## config.mk

```make
export PLATFORM = sky130hd
export DESIGN_NAME = ars_status_regs
export DESIGN_NICKNAME = d
export VERILOG_FILES = /design/src/core/ars_pkg.sv /design/src/core/ars_status_regs.sv
export SDC_FILE = /design/constraint.sdc
export NUM_CORES = 1
export LEC_CHECK = 0
export BUFFER_PORTS_ARGS = -buffer_cell sky130_fd_sc_hd__buf_2
export CORE_MARGIN = 2
export CORE_UTILIZATION = 54
export DETAILED_ROUTE_END_ITERATION = 12
export GPL_ROUTABILITY_DRIVEN = 0
export PLACE_DENSITY = 0.8
export REMOVE_ABC_BUFFERS = 1
export SLEW_MARGIN = 20
export SYNTH_ARGS = -nofsm -noshare
export SYNTH_HDL_FRONTEND = slang
export SYNTH_SLANG_ARGS = --single-unit
export TNS_END_PERCENT = 10
```

## constraint.sdc

```tcl
create_clock -name clk_i -period 2.8 [get_ports clk_i]
set_input_delay 0.14 -clock clk_i [delete_from_list [all_inputs] [get_ports clk_i]]
set_output_delay 0.14 -clock clk_i [all_outputs]
set_load 0.02 [all_outputs]
```

## src/core/ars_pkg.sv

```systemverilog
// shared constants and types for the receiver status register bank
// assumes a 100 MHz system clock and a classic wishbone master
package ars_pkg;

  // register indices as printed; byte address is four times the index
  localparam logic [7:0] REG_CLK_RATE_IDX = 8'h13;
  localparam logic [7:0] REG_EVENT_IDX = 8'h14;
  localparam logic [7:0] REG_MASK_IDX = 8'h16;
  localparam logic [7:0] REG_PEND_IDX = 8'h1A;
  localparam int unsigned WB_ADR_W = 8;
  localparam int unsigned WB_DAT_W = 32;
  localparam int unsigned WB_SEL_W = 4;
  localparam int unsigned IDX_LSB = 2;
  localparam int unsigned REG_W = 8;

  // event register bit positions
  localparam int unsigned BIT_CS_CRC = 7;
  localparam int unsigned BIT_PARITY = 6;
  localparam int unsigned BIT_VALIDITY = 5;
  localparam int unsigned BIT_BIPHASE = 4;
  localparam int unsigned BIT_SUB_CHG = 3;
  localparam int unsigned BIT_UNLOCK = 2;
  localparam int unsigned BIT_SUB_CRC = 1;
  localparam int unsigned BIT_XFER = 0;
  localparam logic [7:0] MASK_RESET = 8'h00;
  localparam logic [7:0] PEND_RESET = 8'h00;

  typedef enum logic [1:0] {
    RATE_UNDET = 2'h0,
    RATE_128FS = 2'h1,
    RATE_256FS = 2'h2,
    RATE_512FS = 2'h3
  } ars_rate_t;

  // recovered clock divide shifts: log2 of the multiple of fs
  localparam int unsigned SHIFT_128FS = 7;
  localparam int unsigned SHIFT_256FS = 8;
  localparam int unsigned SHIFT_512FS = 9;

  // frame rate window and rate thresholds
  localparam longint unsigned CLK_HZ = 100_000_000;
  localparam longint unsigned FS_MIN_HZ = 20_000;
  localparam longint unsigned FS_MAX_HZ = 216_000;
  localparam longint unsigned FS_128_HZ = 108_000;
  localparam longint unsigned FS_256_HZ = 54_000;
  localparam int unsigned PER_W = 13;
  // longest frame period rounds down, shortest rounds up
  localparam int unsigned PER_MAX_CYC = 32'(CLK_HZ / FS_MIN_HZ);
  localparam int unsigned PER_MIN_CYC =
    32'((CLK_HZ + FS_MAX_HZ - 1) / FS_MAX_HZ);
  localparam logic [PER_W-1:0] PER_128_CYC = PER_W'(CLK_HZ / FS_128_HZ);
  localparam logic [PER_W-1:0] PER_256_CYC = PER_W'(CLK_HZ / FS_256_HZ);

  typedef struct packed {
    logic cyc;
    logic stb;
    logic we;
    logic [WB_SEL_W-1:0] sel;
    logic [WB_ADR_W-1:0] adr;
    logic [WB_DAT_W-1:0] dat;
  } ars_wb_req_t;

  typedef struct packed {
    logic ack;
    logic [WB_DAT_W-1:0] dat;
  } ars_wb_rsp_t;

  // condition levels from the decoder; bit 2 takes both lock levels, every other event bit one each
  typedef struct packed {
    logic chan_stat_crc_err;
    logic parity_err;
    logic validity_flag;
    logic biphase_err;
    logic subcode_changed;
    logic decoder_locked;
    logic pll_locked;
    logic subcode_crc_err;
    logic buffer_xfer_done;
  } ars_dec_stat_t;

endpackage : ars_pkg

```

## src/core/ars_status_regs.sv

```systemverilog
// receiver status register bank: rate estimation, event status, interrupt
// assumes synchronous decoder levels, a frame strobe, and a wishbone master
//
// Contract
// - rate register bits 1:0 give undetermined, 128, 256 or 512 fs
// - estimate frame rate, pick max clock rate, drive pll and status
// - a flag interrupts only when unmasked; masked flags still report
// - event bit 7 set on channel status crc error, else zero
// - bit 6 parity error, bit 4 biphase error, zero otherwise
// - bit 5 is one when the stream marks audio not valid
// - bit 3 set when subcode data changed; software then reads it
// - bit 2 set while decoder or pll unlocked, clear when both lock
// - bit 1 set on subcode crc error, else zero
// - bit 0 set when buffer transfer completed, else zero
// - both status registers are read only to the host
`timescale 1ns/100ps
module ars_status_regs #(
  parameter int unsigned PER_MAX = ars_pkg::PER_MAX_CYC
) (
  input wire logic clk_i,
  input wire logic rst_i,
  input wire ars_pkg::ars_wb_req_t wb_req_i,
  output ars_pkg::ars_wb_rsp_t wb_rsp_o,
  input wire logic frame_strobe_i,
  input wire ars_pkg::ars_dec_stat_t dec_stat_i,
  output ars_pkg::ars_rate_t clock_recovery_pll_rate_o,
  output logic recovered_clock_output_o,
  output logic irq_o
);
  import ars_pkg::*;

  typedef enum logic [1:0] {
    EST_IDLE,
    EST_MEASURE
  } ars_est_t;

  localparam logic [PER_W-1:0] PER_MAX_L = PER_W'(PER_MAX);
  localparam logic [PER_W-1:0] PER_MIN_L = PER_W'(PER_MIN_CYC);
  localparam logic [PER_W-1:0] ONE_CYC = PER_W'(1);

  function automatic ars_rate_t rate_of(input logic [PER_W-1:0] per);
    if (per < PER_128_CYC) begin
      rate_of = RATE_128FS;
    end else if (per < PER_256_CYC) begin
      rate_of = RATE_256FS;
    end else begin
      rate_of = RATE_512FS;
    end
  endfunction : rate_of

  function automatic logic [PER_W-1:0] div_of(input logic [PER_W-1:0] per,
                                              input ars_rate_t rate);
    logic [PER_W-1:0] d;
    d = per >> SHIFT_512FS;
    unique case (rate)
      RATE_128FS: d = per >> SHIFT_128FS;
      RATE_256FS: d = per >> SHIFT_256FS;
      RATE_512FS: d = per >> SHIFT_512FS;
      RATE_UNDET: d = ONE_CYC;
    endcase
    div_of = (d == '0) ? ONE_CYC : d;
  endfunction : div_of

  function automatic logic reg_hit(input ars_wb_req_t r,
                                   input logic [7:0] idx);
    reg_hit = (r.adr[WB_ADR_W-1:IDX_LSB] == idx[WB_ADR_W-IDX_LSB-1:0]);
  endfunction : reg_hit

  ars_est_t est_ff;
  ars_est_t nxt_est;
  logic [PER_W-1:0] per_cnt_ff;
  logic [PER_W-1:0] nxt_per_cnt;
  logic [PER_W-1:0] per_ff;
  ars_rate_t rate_ff;
  ars_rate_t nxt_rate;
  logic [PER_W-1:0] div_ff;
  logic [PER_W-1:0] ck_cnt_ff;
  logic ck_pulse_ff;
  logic [REG_W-1:0] evt_ff;
  logic [REG_W-1:0] evt_prev_ff;
  logic [REG_W-1:0] mask_ff;
  logic [REG_W-1:0] pend_ff;
  logic [REG_W-1:0] nxt_evt;
  logic [REG_W-1:0] evt_rise;
  logic [REG_W-1:0] pend_clr;
  logic [REG_W-1:0] rd_byte;
  logic ack_ff;
  logic [WB_DAT_W-1:0] rd_dat_ff;
  logic locked;
  logic req;
  logic wr_strobe;
  logic per_ok;

  assign locked = dec_stat_i.decoder_locked & dec_stat_i.pll_locked;
  assign req = wb_req_i.cyc & wb_req_i.stb & ~ack_ff;
  assign wr_strobe = req & wb_req_i.we & wb_req_i.sel[0];
  assign per_ok = (per_cnt_ff >= PER_MIN_L) && (per_cnt_ff <= PER_MAX_L);

  // frame period measurement between consecutive frame strobes
  always_comb begin
    nxt_est = est_ff;
    nxt_per_cnt = per_cnt_ff;
    nxt_rate = rate_ff;
    unique case (est_ff)
      EST_IDLE: begin
        nxt_rate = RATE_UNDET;
        nxt_per_cnt = ONE_CYC;
        if (frame_strobe_i && locked) begin
          nxt_est = EST_MEASURE;
        end
      end
      EST_MEASURE: begin
        if (!locked) begin
          nxt_est = EST_IDLE;
          nxt_rate = RATE_UNDET;
        end else if (frame_strobe_i) begin
          nxt_per_cnt = ONE_CYC;
          nxt_rate = per_ok ? rate_of(per_cnt_ff) : RATE_UNDET;
        end else if (per_cnt_ff > PER_MAX_L) begin
          // frames stopped: forget the rate rather than hold a stale one
          nxt_est = EST_IDLE;
          nxt_rate = RATE_UNDET;
        end else begin
          nxt_per_cnt = per_cnt_ff + ONE_CYC;
        end
      end
      default: begin
        nxt_est = EST_IDLE;
        nxt_rate = RATE_UNDET;
      end
    endcase
  end

  always_ff @(posedge clk_i) begin
    if (rst_i) begin
      est_ff <= EST_IDLE;
      per_cnt_ff <= ONE_CYC;
      rate_ff <= RATE_UNDET;
    end else begin
      est_ff <= nxt_est;
      per_cnt_ff <= nxt_per_cnt;
      rate_ff <= nxt_rate;
    end
  end

  always_ff @(posedge clk_i) begin
    if (rst_i) begin
      per_ff <= ONE_CYC;
    end else if (est_ff == EST_MEASURE && frame_strobe_i && per_ok) begin
      per_ff <= per_cnt_ff;
    end
  end

  // recovered clock enable: frame period split into the chosen multiple
  always_ff @(posedge clk_i) begin
    if (rst_i) begin
      div_ff <= ONE_CYC;
      ck_cnt_ff <= '0;
      ck_pulse_ff <= 1'b0;
    end else begin
      div_ff <= div_of(per_ff, rate_ff);
      if (rate_ff == RATE_UNDET || frame_strobe_i) begin
        ck_cnt_ff <= '0;
        ck_pulse_ff <= 1'b0;
      end else if (ck_cnt_ff >= div_ff - ONE_CYC) begin
        ck_cnt_ff <= '0;
        ck_pulse_ff <= 1'b1;
      end else begin
        ck_cnt_ff <= ck_cnt_ff + ONE_CYC;
        ck_pulse_ff <= 1'b0;
      end
    end
  end

  // live event status, one cycle behind the decoder levels
  always_comb begin
    nxt_evt = '0;
    nxt_evt[BIT_CS_CRC] = dec_stat_i.chan_stat_crc_err;
    nxt_evt[BIT_PARITY] = dec_stat_i.parity_err;
    nxt_evt[BIT_VALIDITY] = dec_stat_i.validity_flag;
    nxt_evt[BIT_BIPHASE] = dec_stat_i.biphase_err;
    nxt_evt[BIT_SUB_CHG] = dec_stat_i.subcode_changed;
    nxt_evt[BIT_UNLOCK] = ~locked;
    nxt_evt[BIT_SUB_CRC] = dec_stat_i.subcode_crc_err;
    nxt_evt[BIT_XFER] = dec_stat_i.buffer_xfer_done;
  end

  always_ff @(posedge clk_i) begin
    if (rst_i) begin
      evt_ff <= '0;
      evt_prev_ff <= '0;
    end else begin
      evt_ff <= nxt_evt;
      evt_prev_ff <= evt_ff;
    end
  end

  assign evt_rise = evt_ff & ~evt_prev_ff;
  assign pend_clr = (wr_strobe && reg_hit(wb_req_i, REG_PEND_IDX)) ?
                    wb_req_i.dat[REG_W-1:0] : '0;

  // sticky pending bits: a new rise in the clearing cycle survives
  always_ff @(posedge clk_i) begin
    if (rst_i) begin
      pend_ff <= PEND_RESET;
    end else begin
      pend_ff <= (pend_ff & ~pend_clr) | evt_rise;
    end
  end

  always_ff @(posedge clk_i) begin
    if (rst_i) begin
      mask_ff <= MASK_RESET;
    end else if (wr_strobe && reg_hit(wb_req_i, REG_MASK_IDX)) begin
      mask_ff <= wb_req_i.dat[REG_W-1:0];
    end
  end

  // read mux; writes to the two status registers are acked and dropped
  always_comb begin
    rd_byte = '0;
    if (reg_hit(wb_req_i, REG_CLK_RATE_IDX)) begin
      rd_byte = {6'h00, rate_ff};
    end else if (reg_hit(wb_req_i, REG_EVENT_IDX)) begin
      rd_byte = evt_ff;
    end else if (reg_hit(wb_req_i, REG_MASK_IDX)) begin
      rd_byte = mask_ff;
    end else if (reg_hit(wb_req_i, REG_PEND_IDX)) begin
      rd_byte = pend_ff;
    end
  end

  always_ff @(posedge clk_i) begin
    if (rst_i) begin
      ack_ff <= 1'b0;
      rd_dat_ff <= '0;
    end else begin
      ack_ff <= req;
      if (req && !wb_req_i.we) begin
        rd_dat_ff <= {{(WB_DAT_W-REG_W){1'b0}}, rd_byte};
      end else begin
        rd_dat_ff <= '0;
      end
    end
  end

  always_ff @(posedge clk_i) begin
    if (rst_i) begin
      irq_o <= 1'b0;
    end else begin
      irq_o <= |(pend_ff & mask_ff);
    end
  end

  assign wb_rsp_o.ack = ack_ff;
  assign wb_rsp_o.dat = rd_dat_ff;
  assign clock_recovery_pll_rate_o = rate_ff;
  assign recovered_clock_output_o = ck_pulse_ff;

endmodule : ars_status_regs

```

==> impl_metrics.toml, run 1 <==
[grt]
grt_pass1_vias = 3383
antenna_found_initial = 0
grt-ovfl-total = 0
met3_usage_pct = 5.940
global_route.usage.total_pct = 21.90
grt_util_met2_pct = 36.62
busiest_layer = "met2"
grt_start_max_net_pins = 35
grt_pass1_wl_mm = 15.19
grt_util_met1_pct = 27.07

[detailed_routing]
first_pass_iters = 5
avgViaCountPerCell = 5.642
antenna_left = 0
drc = 0
drtIter0Drc = 197
via_count = 3515
wl_mm = 9.039
wl_per_cell_microns = 14.51

[layout]
num-fill-cells = 667
diodes = 0
multiInputGateArea_sq_um = 2308
syn_to_final_growth_pct = 11.35
seq_area_sq_um = 1682
fin_area_sq_um = 4690
layout.nets = 592
drive_above_1_share_pct = 14.01
fin_util_pct = 61.32

[critical_path]
worstSetupStartpointType = "register"
arrival_ns = 2.69
worstPathRequired_ns = 3.07
cp-end-kind = "register"
worstPathMaxFanout = 14
worstSetupPathType = "reg2reg"

[sta]
fin_tns_setup_ns = 0
finalHoldViolations = 0
finalCriticalPeriod_ns = 2.421
finalClockSkew_ns = 0.01315
tightest_slew_ns = 0.8807
setup_violations = 0
max_freq_ghz = 0.4131
relSlewSlack_pct = 40.89
fin_crit_sh_pct = 86.45
rsz0062_at_grt = "no"
slew_viol_final = 0

[cts]
htreeDepth = 3
cts.repair.resized = 0
cts_buffers = 9
cts_root_buf = "clkbuf_8"
clk_path_buf_depth = 2
clk_pin_slew_ns = 0.09
clk_latency_ns = 0.35
clock_sinks = 84
cts_tree = "yes"

[synthesis]
ys_seq_area_share_pct = 39.93
syn_area_sq_um = 4212
synth_top_area_share_pct = 39.93
ys_seq_elements = 84
netlist_top_cells_area = "dfxtp_1 40%, ha_1 5.1%, buf_4 4.6%, nor2_1 4.0%, nor2b_1 4.0%"
synthCells = 474
yosysTopAreaCell = "dfxtp_1"
synth_cell_types = 61
yosysWarnings = 0
ys.flop_type = "dfxtp_1"
synth_area_per_cell_sq_um = 8.885
synthArstFlopShare_pct = 0
synth_edf_count = 0

[place]
portBuffers = 42
post_dp_cell_area_sq_um = 4407
dpl.hpwl_mm = 6.480

[worst_hold_path]
min_path_type = "in2reg"

[pwr]
clkPwrFrac_pct = 42.0
ir_worst_vdd_mv = 0.3337
intPower_mw = 1.794
p_seq_share_pct = 52.6
p_leak_nw = 1.744
p_sw_mw = 0.5440
power_density_nw_per_um2 = 498.6
combPwrFrac_pct = 5.4
switching_share_pct = 23.26

[job]
drv_cap = 0

[floorplanning]
initial_core_util_pct = 55.07
die_h_microns = 92.31
ioPinCount = 96
dieArea_sq_um = 8521
die_x_microns = 92.31
core_area_sq_um = 7647
fp-row-count = 32

[run_status]
status = "finished clean"
==> sequential cells by signal, summed over array words and instances, names as in the netlist <==
register	count
ack_ff	1
ck_cnt_ff	13
clock_recovery_pll_rate_o	2
div_ff	6
est_ff	1
evt_ff	8
evt_prev_ff	8
irq_o	1
mask_ff	8
pend_ff	8
per_cnt_ff	13
per_ff	6
rd_dat_ff	8
recovered_clock_output_o	1
==> critical path: stages (launching register included) <==
cell      delay [ns]
dfxtp_1         0.36
nor3_1          0.47
nand2_1         0.13
xor2_1          0.17
ha_1            0.19
a21oi_1         0.12
nor2_1          0.07
a211oi_1        0.29
o211ai_1        0.12
buf_4           0.20
nor3_1          0.24
==> synth_stat cells, types with 2 or more instances <==
cell / number
and4_1: 3
xor2_1: 7
nand3_1: 16
or2_2: 2
nand2b_1: 15
a222oi_1: 8
a211oi_1: 2
nor3_1: 18
nor2_1: 45
clkbuf_1: 14
a211o_1: 2
ha_1: 17
o22ai_1: 2
o31ai_1: 3
nor3b_1: 2
or3_1: 5
o21ai_0: 10
buf_2: 3
and3_1: 6
dfxtp_1: 84
a21oi_1: 22
o211ai_1: 6
nor4_1: 2
o41ai_1: 2
a21boi_0: 2
o32ai_1: 2
xnor2_1: 8
buf_4: 26
a22oi_1: 12
mux2i_1: 15
nor2b_1: 27
and2_1: 2
or4_1: 2
nand3b_1: 6
nand2_1: 34
inv_1: 11
o2111ai_1: 2
nor4b_2: 2
a311o_1: 2
nand4_1: 4
==> through the flow <==
stage               hold WS, ns  cells  power (mW)  worst slack (ns)
global placement         0.3483    602       1.372            0.4568
detailed placement       0.3569    602       1.376            0.3891
CTS                    0.002413    622       2.357            0.3730
global route            0.01234    623       2.421            0.1513
floorplan                0.2091    453       1.323            0.4372
finish                  0.02437    623       2.338            0.3795
==> area by class of cell <==
cell class              count  area share (%)
clock inverters             6           2.028
well taps                 102           2.721
multi-input cells         358           49.23
inverters                  11          0.8805
flip-flops and latches     84           35.86
repair buffers             52           6.350
clock buffers              10           2.935
==> power groups by stage <==
stage / clock, mW / sequential [mW] / combinational, mW
after floorplan: 0 / 1.25 / 0.0701
after global placement: 0 / 1.26 / 0.116
after detailed placement: 0 / 1.26 / 0.120
after CTS: 1.00 / 1.23 / 0.125
after global routing: 1.05 / 1.23 / 0.140
final: 0.982 / 1.23 / 0.127
==> logic make-up (layout without fill, tap and decap cells) <==
kind of cell,after synthesis,after routing,share of synthesized area [%]
AND/OR/NAND/NOR,198,198,25.46
AO/OA/AOI/OAI,89,89,15.48
flip-flops,84,84,39.93
buffers and inverters,55,79,7.308
adder cells (fa/ha/maj),17,17,5.050
XOR/XNOR,15,15,3.120
multiplexers,15,15,3.565
other,1,24,0.08904
==> layout by cell type, fill, tap and decap left out, drive strengths merged, types with 3 or more instances in the layout <==
cell and count:
nor3 18, a222oi 8, and3 6, nand2b 16
conb 24, mux2i 15, clkbuf 10, a21oi 22
nor4 3, nor4b 3, nand3 16, nand4 4
o21ai 12, a22oi 12, and4 3, xnor2 8
dfxtp 84, o211ai 6, or3 5, o31ai 3
xor2 7, nor2b 27, nand3b 6, nand2 34
nor2 45, inv 12, dlygate4sd3 5, ha 17
buf 47
==> worst paths after layout <==
| kind | startpoint | to | slack, ns | depth (start not counted) |
|---|---|---|---|---|
| max | div_ff[2] | ck_cnt_ff[9] | 0.38 | 10 |
| min | dec_stat_i[1] | evt_ff[1] | 0.02 | 2 |
| max reg2reg | div_ff[2] | ck_cnt_ff[9] | 0.38 | 10 |
| min reg2reg | evt_ff[1] | rd_dat_ff[1] | 0.48 | 2 |
==> timing repair <==
item                                   CTS  global route
setup buffers                            0             0
endpoints found under the hold margin    4             1
hold buffers                             4             1
==> metal layers <==
| layer | wire length [microns] | vias to the layer above |
|---|---|---|
| met5 | 0 | - |
| met4 | 170 | 0 |
| met3 | 494 | 15 |
| met2 | 4550 | 110 |
| met1 | 3825 | 1648 |
| li1 | - | 1742 |
Note: power is estimated with default switching activity, not from simulation.
==> run 2: changes to the inputs <==
CELL_PAD_IN_SITES_DETAIL_PLACEMENT = 0   (was unset)
CELL_PAD_IN_SITES_GLOBAL_PLACEMENT = 1   (was unset)
CORE_ASPECT_RATIO = 0.8   (was unset)
CORE_UTILIZATION = 40   (was 54)
PLACE_DENSITY = unset   (was 0.8)
PLACE_DENSITY_LB_ADDON = 0.1   (was unset)
clock period = 2.3 ns   (was 2.8 ns; I/O delays follow)
==> impl_metrics.toml, run 2 (synthesis results as in run 1) <==
[critical_path]
regToRegEndpoint = "recovered_clock_output_o"
timing.critical_path.to = "recovered_clock_output_o"
worstPathMaxFanout = 7
worstSetupStartpointType = "register"
timing.rr.start = "div_ff[0]"
worst-path-buf-inv = 3
cp-end-kind = "register"
arrival_ns = 2.46
worstPathRequired_ns = 2.58
crit_chain = "inv_2 -> ha_4 -> nor3b_2 -> xnor2_1 -> ha_1 -> buf_6 -> nand3_1 -> a311o_1 -> o211ai_1 -> buf_4 -> nor2b_4"
startpoint = "div_ff[0]"
cp_top_family = "adder cells"
slowest_delay_ns = 0.36
cp.depth = 11
reg2reg_depth = 11
worstSetupPathType = "reg2reg"
reg2reg_slack_ns = 0.12
cp_slowest_cell = "a311o_1"

[floorplanning]
die_x_microns = 118.7
ioPinCount = 96
dieArea_sq_um = 11370
die_h_microns = 95.78
initial_core_util_pct = 41.13
core_area_sq_um = 10240
fp-row-count = 33

[layout]
fin_util_pct = 49.41
final_cell_mix = "81 x dfxtp_1, 45 x nor2_1, 42 x buf_2"
top_regs = "ck_cnt_ff (13), per_cnt_ff (13)"
layout_commonest_cell = "dfxtp_1"
layout.nets = 612
syn_to_final_growth_pct = 20.14
drive_above_1_share_pct = 19.59
diodes = 0
stdcell_count = 681

[grt]
grt-ovfl-total = 0
global_route.usage.total_pct = 17.76
grt_pass1_vias = 3218
grt_start_max_net_pins = 58
grt_pass1_wl_mm = 15.99
antenna_found_initial = 1

[detailed_routing]
wl_per_cell_microns = 14.09
drtIter0Drc = 175
antenna_left = 0
first_pass_iters = 4
wl_mm = 9.594
avgViaCountPerCell = 5.107
via_count = 3478
drc = 0

[cts]
cts_buffers = 9
cts_tree = "yes"
cts_root_buf = "clkbuf_16"
clock_sinks = 84
clk_pin_slew_ns = 0.06
clk_path_buf_depth = 2
clk_latency_ns = 0.34
htreeDepth = 3

[pwr]
p_leak_nw = 1.906
power_density_nw_per_um2 = 601.1
power.total_mw = 3.041
ir_worst_vdd_mv = 0.3073

[place]
dpl.hpwl_mm = 6.979
portBuffers = 42
dpl.cell_count = 654

[worst_hold_path]
min_path_type = "in2reg"

[sta]
tightest_slew_ns = 0.6352
max_freq_ghz = 0.4597
fin_crit_sh_pct = 94.59
finalHoldViolations = 0
rsz0062_at_grt = "yes"
finalClockSkew_ns = 0.005418
slew_viol_final = 0
relSlewSlack_pct = 57.33
finalCriticalPeriod_ns = 2.175
setup_violations = 0

[run_status]
status = "finished clean"

[job]
drv_cap = 0
run 2: changes by cell type in the layout (fill, tap and decap cells not counted), sizes merged:
cell,previous run,this run
buf,47,63
clkinvlp,2,1
dlygate4sd3,5,9
clkinv,1,3
inv,12,13
bufinv,2,0
run 2: repair_timing:
item                                    4_1_cts  5_1_grt
endpoints found under the hold margin         8        0
pin swaps                                     1       11
endpoints found under the setup margin       14       14
gates resized for setup                       5       18
buffers inserted                              0        2
hold buffers                                  9        0
gates cloned                                  0        0
run 2: area by class of cell:
cell class	instances	area [sq um]
Sequential cell	84	1688
Fill cell	1042	5180
Multi-Input combinational cell	358	2391
Inverter	11	41.29
Clock inverter	6	47.55
Timing Repair Buffer	72	478.0
Clock buffer	10	239.0
Tap cell	140	175.2
run 2: worst min-delay path by stage:
stage / start / end / slack [ns] / cells after the start
3_5_place_dp: dec_stat_i[4] / evt_ff[3] / 0.33 / 2
4_1_cts: wb_req_i[0] / mask_ff[0] / 0.02 / 3
5_1_grt: wb_req_i[3] / mask_ff[3] / 0.03 / 3
2_1_floorplan: rst_i / evt_ff[2] / 0.18 / 1
6_report: wb_req_i[6] / mask_ff[6] / 0.03 / 3
3_3_place_gp: dec_stat_i[6] / evt_ff[5] / 0.32 / 2
run 2: stage by stage:
step	setup TNS, ns	hold slack [ns]	cell area (sq um)	setup slack [ns]
after floorplan	-0.8085	0.1841	4031	-0.06284
after global placement	-0.6226	0.3243	4572	-0.05818
after detailed placement	-0.1429	0.3317	4572	-0.02092
after CTS	0	0.02209	4967	0.01734
after global routing	-0.1127	0.02519	5060	-0.04786
final	0	0.02955	5060	0.1245
run 2: where the power goes:
part           switching, mW  internal [mW]
clock network          0.613          0.770
logic                 0.0976         0.0649
registers             0.0168           1.48
total                  0.727           2.31
run 2: worst min-delay path, stage by stage:
cell     delay (ns)
buf_2          0.09
mux2i_1        0.06
nor2_1         0.07
run 2: routing by layer:
| layer | global-route usage, % | vias to the layer above | wire, microns |
|---|---|---|---|
| li1 | - | 1782 | - |
| met1 | 25.30 | 1611 | 4994 |
| met2 | 25.77 | 75 | 4055 |
| met3 | 4.562 | 10 | 433 |
| met4 | 6.746 | 0 | 112 |
| met5 | 0 | - | 0 |
